<file path="src/logic/aso_pkg.sv">
/*
 * Shared constants and carrier types for the converter serial output block.
 * Assumes one system clock at 100 MHz and a sampled master clock from outside.
 */
package aso_pkg;

    // ------------------------------------------------------------------
    // Word format and framing
    // ------------------------------------------------------------------
    localparam int          WORD_BITS    = 16;
    localparam int          RAW_BITS     = 18;
    localparam int          BIT_CNT_BITS = 4;
    localparam int          FIFO_DEPTH   = 16;
    localparam logic [15:0] CODE_POS_MAX = 16'h7FFF;
    localparam logic [15:0] CODE_NEG_MIN = 16'h8000;
    localparam logic [3:0]  BIT_FIRST    = 4'h0;

    // ------------------------------------------------------------------
    // Filter settling after a sync, in conversion periods
    // ------------------------------------------------------------------
    localparam int          SETTLE_CONV  = 51;
    localparam logic [5:0]  SETTLE_LAST  = 6'(SETTLE_CONV - 1);
    localparam logic [5:0]  SETTLE_RST   = 6'h00;

    // ------------------------------------------------------------------
    // Carrier types
    // ------------------------------------------------------------------
    typedef struct packed {
        logic                 range_err;
        logic [WORD_BITS-1:0] code;
    } aso_word_s;

    localparam int WORD_W = $bits(aso_word_s);

    typedef struct packed {
        logic frame_sync_out;
        logic bit_clock;
        logic data;
    } aso_serial_s;

    typedef enum logic [1:0] {
        ST_UNINIT,
        ST_SYNC,
        ST_SETTLE,
        ST_RUN
    } aso_state_e;

endpackage

</file>
<file path="src/logic/aso_serial_out.sv">
/*
 * Serial output side of a 16-bit converter: clipping, range flag, word FIFO,
 * master-clock framing, sync and power-down handling.
 * Assumes the master clock, sync and power-down pins are asynchronous to
 * CLOCK_I and that the master clock runs well below a quarter of CLOCK_I.
 */
`timescale 1ns/10ps

module aso_fifo #(
    parameter int WIDTH = 17,
    parameter int DEPTH = 16
) (
    input  wire logic             clk_i,
    input  wire logic             resetn_i,
    input  wire logic             enable_i,
    input  wire logic             in_valid_i,
    output logic                  in_ready_o,
    input  wire logic [WIDTH-1:0] in_data_i,
    output logic                  out_valid_o,
    input  wire logic             out_ready_i,
    output logic [WIDTH-1:0]      out_data_o
);
    localparam int PW = $clog2(DEPTH);

    logic [WIDTH-1:0] mem [DEPTH];
    logic [PW-1:0]    wptr;
    logic [PW-1:0]    rptr;
    logic [PW:0]      count;
    logic [PW-1:0]    next_wptr;
    logic [PW-1:0]    next_rptr;
    logic [PW:0]      next_count;
    logic             next_in_ready;
    logic             push;
    logic             pop;

    // Ready is registered and looks one cycle ahead, so the source is
    // throttled honestly while the port itself stays a flip-flop.
    always_comb begin
        push          = in_valid_i && in_ready_o;
        pop           = out_ready_i && out_valid_o;
        next_wptr     = push ? PW'(wptr + 1'b1) : wptr;
        next_rptr     = pop ? PW'(rptr + 1'b1) : rptr;
        next_count    = (PW+1)'(count + (PW+1)'(push) - (PW+1)'(pop));
        next_in_ready = enable_i && (next_count != (PW+1)'(DEPTH));
    end

    always_ff @(posedge clk_i or negedge resetn_i) begin
        if (!resetn_i) begin
            wptr       <= '0;
            rptr       <= '0;
            count      <= '0;
            in_ready_o <= 1'b0;
        end else begin
            wptr       <= next_wptr;
            rptr       <= next_rptr;
            count      <= next_count;
            in_ready_o <= next_in_ready;
        end
    end

    always_ff @(posedge clk_i) begin
        if (push) begin
            mem[wptr] <= in_data_i;
        end
    end

    assign out_valid_o = (count != '0);
    assign out_data_o  = mem[rptr];
endmodule

module aso_serial_out (
    input  wire logic                          CLOCK_I,
    input  wire logic                          RESETN_I,
    input  wire logic                          MASTER_CLK_I,
    input  wire logic                          SYNC_I,
    input  wire logic                          POWER_DOWN_N_I,
    input  wire logic                          SAMPLE_VALID_I,
    input  wire logic signed [aso_pkg::RAW_BITS-1:0] SAMPLE_DATA_I,
    output logic                               SAMPLE_READY_O,
    output aso_pkg::aso_serial_s               SERIAL_O,
    output aso_pkg::aso_serial_s               SERIAL_N_O,
    output logic                               RANGE_ERROR_FLAG_O,
    output logic                               INITIALISED_O
);
    import aso_pkg::*;

    // ------------------------------------------------------------------
    // Pin synchronisers
    // ------------------------------------------------------------------
    logic [1:0] mclk_sync;
    logic [1:0] sync_sync;
    logic [1:0] pd_sync;
    logic       mclk_prev;

    always_ff @(posedge CLOCK_I or negedge RESETN_I) begin
        if (!RESETN_I) begin
            mclk_sync <= 2'h0;
            sync_sync <= 2'h0;
            pd_sync   <= 2'h0;
            mclk_prev <= 1'b0;
        end else begin
            mclk_sync <= {mclk_sync[0], MASTER_CLK_I};
            sync_sync <= {sync_sync[0], SYNC_I};
            pd_sync   <= {pd_sync[0], POWER_DOWN_N_I};
            mclk_prev <= mclk_sync[1];
        end
    end

    logic mclk_rise;
    logic mclk_fall;
    logic sync_hi;
    logic awake;
    assign mclk_rise = mclk_sync[1] && !mclk_prev;
    assign mclk_fall = !mclk_sync[1] && mclk_prev;
    assign sync_hi   = sync_sync[1];
    assign awake     = pd_sync[1];

    // ------------------------------------------------------------------
    // Clipping and word FIFO
    // ------------------------------------------------------------------
    aso_word_s in_word;
    aso_word_s out_word;
    logic      fifo_out_valid;
    logic      fifo_pop;

    always_comb begin
        if (SAMPLE_DATA_I > RAW_BITS'(signed'(CODE_POS_MAX))) begin
            in_word = '{range_err: 1'b1, code: CODE_POS_MAX};
        end else if (SAMPLE_DATA_I < RAW_BITS'(signed'(CODE_NEG_MIN))) begin
            in_word = '{range_err: 1'b1, code: CODE_NEG_MIN};
        end else begin
            in_word = '{range_err: 1'b0, code: SAMPLE_DATA_I[WORD_BITS-1:0]};
        end
    end

    // Conversion stops in power-down: the FIFO refuses samples.
    aso_fifo #(
        .WIDTH (WORD_W),
        .DEPTH (FIFO_DEPTH)
    ) u_fifo (
        .clk_i       (CLOCK_I),
        .resetn_i    (RESETN_I),
        .enable_i    (awake),
        .in_valid_i  (SAMPLE_VALID_I),
        .in_ready_o  (SAMPLE_READY_O),
        .in_data_i   (in_word),
        .out_valid_o (fifo_out_valid),
        .out_ready_i (fifo_pop),
        .out_data_o  (out_word)
    );

    // ------------------------------------------------------------------
    // Framing state
    // ------------------------------------------------------------------
    aso_state_e             state;
    aso_state_e             next_state;
    logic [BIT_CNT_BITS-1:0] bit_cnt;
    logic [BIT_CNT_BITS-1:0] next_bit_cnt;
    logic [5:0]             settle_cnt;
    logic [5:0]             next_settle_cnt;
    logic [WORD_BITS-1:0]   shift;
    logic [WORD_BITS-1:0]   next_shift;
    logic                   pend_err;
    logic                   next_pend_err;
    logic                   err_due;
    logic                   next_err_due;
    logic                   range_err;
    logic                   next_range_err;
    logic                   inited;
    logic                   next_inited;
    aso_serial_s            ser;
    aso_serial_s            next_ser;

    always_comb begin
        next_state      = state;
        next_bit_cnt    = bit_cnt;
        next_settle_cnt = settle_cnt;
        next_shift      = shift;
        next_pend_err   = pend_err;
        next_err_due    = err_due;
        next_range_err  = range_err;
        next_inited     = inited;
        next_ser        = ser;
        fifo_pop        = 1'b0;
        next_ser.bit_clock = awake && mclk_sync[1];
        if (!awake) begin
            next_ser = '0;
        end else if (sync_hi) begin
            next_state      = ST_SYNC;
            next_bit_cnt    = BIT_FIRST;
            next_settle_cnt = SETTLE_RST;
            next_ser.frame_sync_out = 1'b0;
            next_ser.data   = 1'b0;
        end else begin
            unique case (state)
                ST_UNINIT: begin
                    next_ser.frame_sync_out = 1'b0;
                end
                ST_SYNC: begin
                    next_state  = ST_SETTLE;
                    next_inited = 1'b1;
                end
                ST_SETTLE, ST_RUN: begin
                    if (mclk_rise) begin
                        next_bit_cnt = BIT_CNT_BITS'(bit_cnt + 1'b1);
                        next_ser.frame_sync_out = 1'b0;
                        next_ser.data = shift[WORD_BITS-1];
                        next_shift    = {shift[WORD_BITS-2:0], 1'b0};
                        if (bit_cnt == BIT_FIRST && state == ST_SETTLE) begin
                            next_settle_cnt = 6'(settle_cnt + 1'b1);
                            if (settle_cnt == SETTLE_LAST) begin
                                next_state = ST_RUN;
                            end
                        end else if (bit_cnt == BIT_FIRST && fifo_out_valid) begin
                            fifo_pop      = 1'b1;
                            next_ser.frame_sync_out = 1'b1;
                            next_ser.data = out_word.code[WORD_BITS-1];
                            next_shift    = {out_word.code[WORD_BITS-2:0], 1'b0};
                            next_pend_err = out_word.range_err;
                            next_err_due  = 1'b1;
                        end
                    end
                    if (mclk_fall && err_due) begin
                        next_range_err = pend_err;
                        next_err_due   = 1'b0;
                    end
                end
            endcase
        end
    end

    always_ff @(posedge CLOCK_I or negedge RESETN_I) begin
        if (!RESETN_I) begin
            state      <= ST_UNINIT;
            bit_cnt    <= BIT_FIRST;
            settle_cnt <= SETTLE_RST;
            shift      <= '0;
            pend_err   <= 1'b0;
            err_due    <= 1'b0;
            range_err  <= 1'b0;
            inited     <= 1'b0;
            ser        <= '0;
            SERIAL_N_O <= '1;
        end else begin
            state      <= next_state;
            bit_cnt    <= next_bit_cnt;
            settle_cnt <= next_settle_cnt;
            shift      <= next_shift;
            pend_err   <= next_pend_err;
            err_due    <= next_err_due;
            range_err  <= next_range_err;
            inited     <= next_inited;
            ser        <= next_ser;
            SERIAL_N_O <= ~next_ser;
        end
    end

    assign SERIAL_O           = ser;
    assign RANGE_ERROR_FLAG_O = range_err;
    assign INITIALISED_O      = inited;

    // ------------------------------------------------------------------
    // Checks
    // ------------------------------------------------------------------
    property p_err_rise;
        @(posedge CLOCK_I) disable iff (!RESETN_I)
        $rose(range_err) |-> $past(mclk_fall) && $past(pend_err);
    endproperty
    a_err_rise: assert property (p_err_rise) else $error("range flag rose off a fall edge");

    property p_err_fall;
        @(posedge CLOCK_I) disable iff (!RESETN_I)
        $fell(range_err) && awake && $past(awake) |-> $past(mclk_fall) && !$past(pend_err);
    endproperty
    a_err_fall: assert property (p_err_fall) else $error("range flag fell off a fall edge");

    property p_inverted;
        @(posedge CLOCK_I) disable iff (!RESETN_I)
        SERIAL_N_O == ~ser;
    endproperty
    a_inverted: assert property (p_inverted) else $error("complement outputs disagree");

    property p_settle_quiet;
        @(posedge CLOCK_I) disable iff (!RESETN_I)
        state != ST_RUN |-> !ser.frame_sync_out;
    endproperty
    a_settle_quiet: assert property (p_settle_quiet) else $error("frame sync before settle");

    property p_settle_count;
        @(posedge CLOCK_I) disable iff (!RESETN_I)
        state == ST_SETTLE && next_state == ST_RUN |-> settle_cnt == SETTLE_LAST;
    endproperty
    a_settle_count: assert property (p_settle_count) else $error("settle count is wrong");

    property p_pd_quiet;
        @(posedge CLOCK_I) disable iff (!RESETN_I)
        !awake |=> ser == '0 && !SAMPLE_READY_O;
    endproperty
    a_pd_quiet: assert property (p_pd_quiet) else $error("activity in power-down");

    // Power-down freezes the framing state, so no new sync is needed on exit.
    property p_pd_keeps_init;
        @(posedge CLOCK_I) disable iff (!RESETN_I)
        !awake |=> state == $past(state) && inited == $past(inited)
            && bit_cnt == $past(bit_cnt);
    endproperty
    a_pd_keeps_init: assert property (p_pd_keeps_init) else $error("initialised state lost");

    property p_sync_quiet;
        @(posedge CLOCK_I) disable iff (!RESETN_I)
        sync_hi ##1 sync_hi |-> !ser.frame_sync_out && !ser.data;
    endproperty
    a_sync_quiet: assert property (p_sync_quiet) else $error("transfer while sync high");

    property p_frame_slot;
        @(posedge CLOCK_I) disable iff (!RESETN_I)
        $rose(ser.frame_sync_out) |-> $past(mclk_rise) && $past(bit_cnt) == BIT_FIRST;
    endproperty
    a_frame_slot: assert property (p_frame_slot) else $error("frame sync outside slot");

    property p_msb_first;
        @(posedge CLOCK_I) disable iff (!RESETN_I)
        fifo_pop |=> ser.data == $past(out_word.code[WORD_BITS-1]);
    endproperty
    a_msb_first: assert property (p_msb_first) else $error("first bit is not the MSB");

    property p_clip;
        @(posedge CLOCK_I) disable iff (!RESETN_I)
        SAMPLE_DATA_I > RAW_BITS'(signed'(CODE_POS_MAX)) |-> in_word.code == CODE_POS_MAX;
    endproperty
    a_clip: assert property (p_clip) else $error("positive clip is wrong");
endmodule

</file>
<file path="config.mk">
export PLATFORM = sky130hd
export DESIGN_NAME = aso_serial_out
export DESIGN_NICKNAME = d
export VERILOG_FILES = /design/src/logic/aso_pkg.sv /design/src/logic/aso_serial_out.sv
export SDC_FILE = /design/constraint.sdc
export NUM_CORES = 1
export LEC_CHECK = 0
export CORE_MARGIN = 2
export CORE_UTILIZATION = 41
export DETAILED_ROUTE_END_ITERATION = 6
export DONT_BUFFER_PORTS = 1
export PLACE_DENSITY = 0.56
export SLEW_MARGIN = 30
export SYNTH_ARGS = -nofsm -noshare
export SYNTH_HDL_FRONTEND = slang
export SYNTH_SLANG_ARGS = --single-unit
</file>
<file path="constraint.sdc">
create_clock -name CLOCK_I -period 4.8 [get_ports CLOCK_I]
set_clock_uncertainty 0.1 [all_clocks]
set_input_delay 0.48 -clock CLOCK_I [delete_from_list [all_inputs] [get_ports CLOCK_I]]
set_output_delay 0.48 -clock CLOCK_I [all_outputs]
set_load 0.05 [all_outputs]
</file>
==> results.md <==
* Post-route setup TNS at 0 ps
* TritonCTS Buffers at 36
* Max-capacitance violation count at 0
* # diodes at 0
* P&R area growth vs syn at 13.0%
* Fin. Hold Viols at 0
* Asr flop ratio synth at 17.6%
* Clock tree buffer depth at 3
* Clk_lat worst skew at 510 ps
* Status: finished clean
* Synthesized area at 13600 µm²
* Cell mode on critical path: ha_1
* DPL Wire Length at 16900 µm
* Crit path max fanout at 17
* Horiz. Die Dim at 186 µm
* NetSw at 1.98 mW
* Required @ worst endpoint at 5070 ps
* # H-tree levels at 2
* Internal power at 5.32 mW
* Die height at 186 µm
* Unrepaired setup endpoints after global routing: false
* Final Cycle Share at 77.7%
* Post-CTS setup buffer count at 0
* Multi-input logic area at 3780 µm²
* Die area at 34600 µm²
* Clock power share at 33.5%
* Leak pwr at 5.07 nW
* NumNets Final at 851
* Slowest cell on the critical path: or3b_1
* Final hold slack at 109 ps
* Worst hold start: SAMPLE_VALID_I
* Count of final setup violators at 0
* Setup WS pre-CTS at 1080 ps
* Hold endpoint: u_fifo.wptr[0]
* Post-Synth Adder-Cell Area at 1.53%
* Most frequent cells in the layout: edfxtp_1 (272), nor2_1 (66), mux4_2 (65), dfrtp_1 (52), nand2_1 (38)
* DR pass1 iterations at 5
* FP Rows at 66
* Xor/xnor share of the synthesized area at 0.644%
* Worst Max-Slew Pin Slew at 839 ps
* Storage element area at 9630 µm²
* Synth cell types at 55
* Most common cell after layout, fill and taps aside: edfxtp_1
* Seq cells post-synth at 330
* Sw Ratio at 27.1%
* Root buf cell: clkbuf_16
* Fraction of layout cells with a size suffix above 1 at 24.8%
* Worst R2R End: u_fifo.in_ready_o
* CP Launch Type: flip-flop
* Post-synthesis cell count at 785
* Post-synth EDFFs at 272
* Cells along the critical path: inv_1 > ha_1 > or3b_1 > or3_1 > buf_4 > nor2_4 > ha_1 > inv_1 > ha_1 > fa_1 > a21oi_1 > o21bai_1 > xnor2_1 > a31oi_1
* # IOs at 33
* Min cycle time layout at 3730 ps
* First-pass GRT wire length at 44700 µm
* Maximum VDD drop at 264 µV
* Final Max Slew Viols at 0
* Initial antenna violation count at 0
* Post-CTS Resized at 0
* # fillers at 2729
* Core box area at 32600 µm²
* WL final at 29400 µm
* Post-synth net total at 825
* Post-Synth Simple-Gate Area at 6.22%
* RePlAce Congestion at 0.719
* Initial Utilization at 41.7%
* CTS tree: built
* Pin count of the biggest net entering global routing at 70
* IO buf count at 0
* Max Fclk at 268 MHz
* Drt drc at 0
* Reg clk slew, reported paths at 60 ps
* Dominant synthesized flop cell: edfxtp_1
* Slowest stage delay, CP at 480 ps
* Final Power at 7.30 mW
* Placed instance area at 14200 µm²
* Seq/Total Area, Yosys at 70.8%
* Logic pwr share at 16.2%
* WL/cell at 23.0 µm
* Reg-to-Reg Start: bit_cnt[1]
* Total number of vias at 7033
* CP endpoint kind: flip-flop
* Post-synthesis mux area share at 14.2%
* Mean post-synth cell area at 17.3 µm²
* Rel. slew slack at 44.0%
* CP arrival at 4000 ps
* Slack of the critical path at 1070 ps
* Post-synthesis compound-gate area fraction at 4.69%
* Reg2reg setup slack at 1070 ps
* Gr ovfl total at 0
* CP Class: reg -> reg
* PwrDens at 475 nW/µm²
* GRT Util Overall at 17.9%
* Post-route ant nets at 0
* Synthesis Warnings at 0
* Sequential power share at 50.3%
* Number of global-route vias before repair at 7329
* WHS Path Cells at 2
* CTS Sinks at 330
* Worst path bufs/invs at 3
* Largest family of logic cells by synthesized area: multiplexers
* Cell family with most CP delay: simple AND/OR/NAND/NOR gates
* Vias per inst at 5.50
* Detailed Route Iter0 Violations at 403
* Post-route cell area at 15400 µm²
* Reg2reg path depth at 14
* Hold WC Path Type: in -> reg
-- power groups by stage --
stage	Sequential, mW	Combinational [mW]	Clock [mW]
finish	3.67	1.19	2.44
global route	3.70	1.30	2.63
CTS	3.67	1.20	2.50
detailed placement	3.73	1.17	0
global placement	3.73	1.10	0
floorplan	3.59	0.913	0
-- worst max-delay path by stage --
stage	start	end	slack (ps)	cells past startpoint
3_5_place_dp	bit_cnt[1]	u_fifo.in_ready_o	1080	14
4_1_cts	bit_cnt[1]	u_fifo.in_ready_o	1070	14
5_1_grt	bit_cnt[1]	u_fifo.in_ready_o	870	14
2_1_floorplan	bit_cnt[0]	u_fifo.in_ready_o	1590	15
6_report	bit_cnt[1]	u_fifo.in_ready_o	1070	14
3_3_place_gp	bit_cnt[0]	u_fifo.in_ready_o	1320	14
-- through the flow --
step | util, % | std cells
CTS | 47.0 | 1278
floorplan | - | 785
global route | 47.1 | 1278
global placement | 43.4 | 1208
detailed placement | 43.6 | 1209
finish | 47.1 | 1278
-- state kept, by name (all words and copies together), names as in the netlist --
name                cells
u_fifo.mem            272
shift                  15
settle_cnt              6
u_fifo.count            5
bit_cnt                 4
u_fifo.rptr             4
u_fifo.wptr             4
SERIAL_N_O              3
SERIAL_O                3
mclk_sync               2
pd_sync                 2
state                   2
sync_sync               2
INITIALISED_O           1
RANGE_ERROR_FLAG_O      1
err_due                 1
mclk_prev               1
pend_err                1
u_fifo.in_ready_o       1
-- worst register-to-register path, delay by kind of cell, from the launching register on --
kind / cells / cell delay, ps
AO/OA/AOI/OAI: 3 / 410
XOR/XNOR: 1 / 270
adder cells (fa/ha/maj): 4 / 930
buffers and inverters: 3 / 400
flip-flops: 1 / 400
AND/OR/NAND/NOR: 3 / 1090
-- Yosys cell counts, drive strengths merged, types with 2 or more instances --
library cell / instances / area, µm²
inv: 18 / 67.6
mux2: 31 / 349
and3: 6 / 37.5
clkbuf: 22 / 82.6
o22ai: 4 / 25.0
nor3: 8 / 40.0
xor2: 4 / 35.0
and2: 12 / 75.1
a22oi: 4 / 30.0
a21o: 2 / 15.0
a21oi: 37 / 185
or3b: 2 / 17.5
mux4: 65 / 1460
nor2: 68 / 263
nor3b: 3 / 22.5
a31oi: 3 / 18.8
nand2: 38 / 143
nand4: 3 / 18.8
o21a: 3 / 22.5
nand3b: 2 / 15.0
nand2b: 3 / 18.8
nand3: 9 / 45.0
edfxtp: 272 / 8170
xnor2: 6 / 52.6
buf: 20 / 109
o21ai: 12 / 60.1
a22o: 2 / 17.5
dfstp: 3 / 78.8
a221oi: 15 / 194
mux2i: 12 / 120
ha: 15 / 188
nor4: 3 / 37.5
or3: 4 / 25.0
dfrtp: 55 / 1380
nor2b: 4 / 25.0
-- kinds of logic after synthesis --
family / count (synthesis)
flip-flops: 330
adder cells (fa/ha/maj): 16
buffers and inverters: 60
AND/OR/NAND/NOR: 171
multiplexers: 108
XOR/XNOR: 10
AO/OA/AOI/OAI: 90
-- cell type report --
type | count | area share, %
Inverter | 18 | 0.440
Timing Repair Buffer | 30 | 1.89
Clock buffer | 53 | 6.35
Sequential cell | 330 | 62.7
Clock inverter | 10 | 0.391
Multi-Input combinational cell | 395 | 24.6
Tap cell | 442 | 3.60
-- per-layer routing --
metal  part of all wire, %  routed length (µm)  track usage [%]  up-vias
met5                     0                   0                0        -
met4                   1.9                 553             4.60        0
met3                   4.5                1330             3.19       43
met2                    50               14600             30.3      160
met1                    44               12900             23.9     3711
li1                      -                   -                -     3119
-- timing repair --
action,CTS,global route
hold buffers,6,0
setup endpoints to repair,0,0
hold endpoints to repair,77,0
Note: power is estimated with default switching activity, not from simulation.
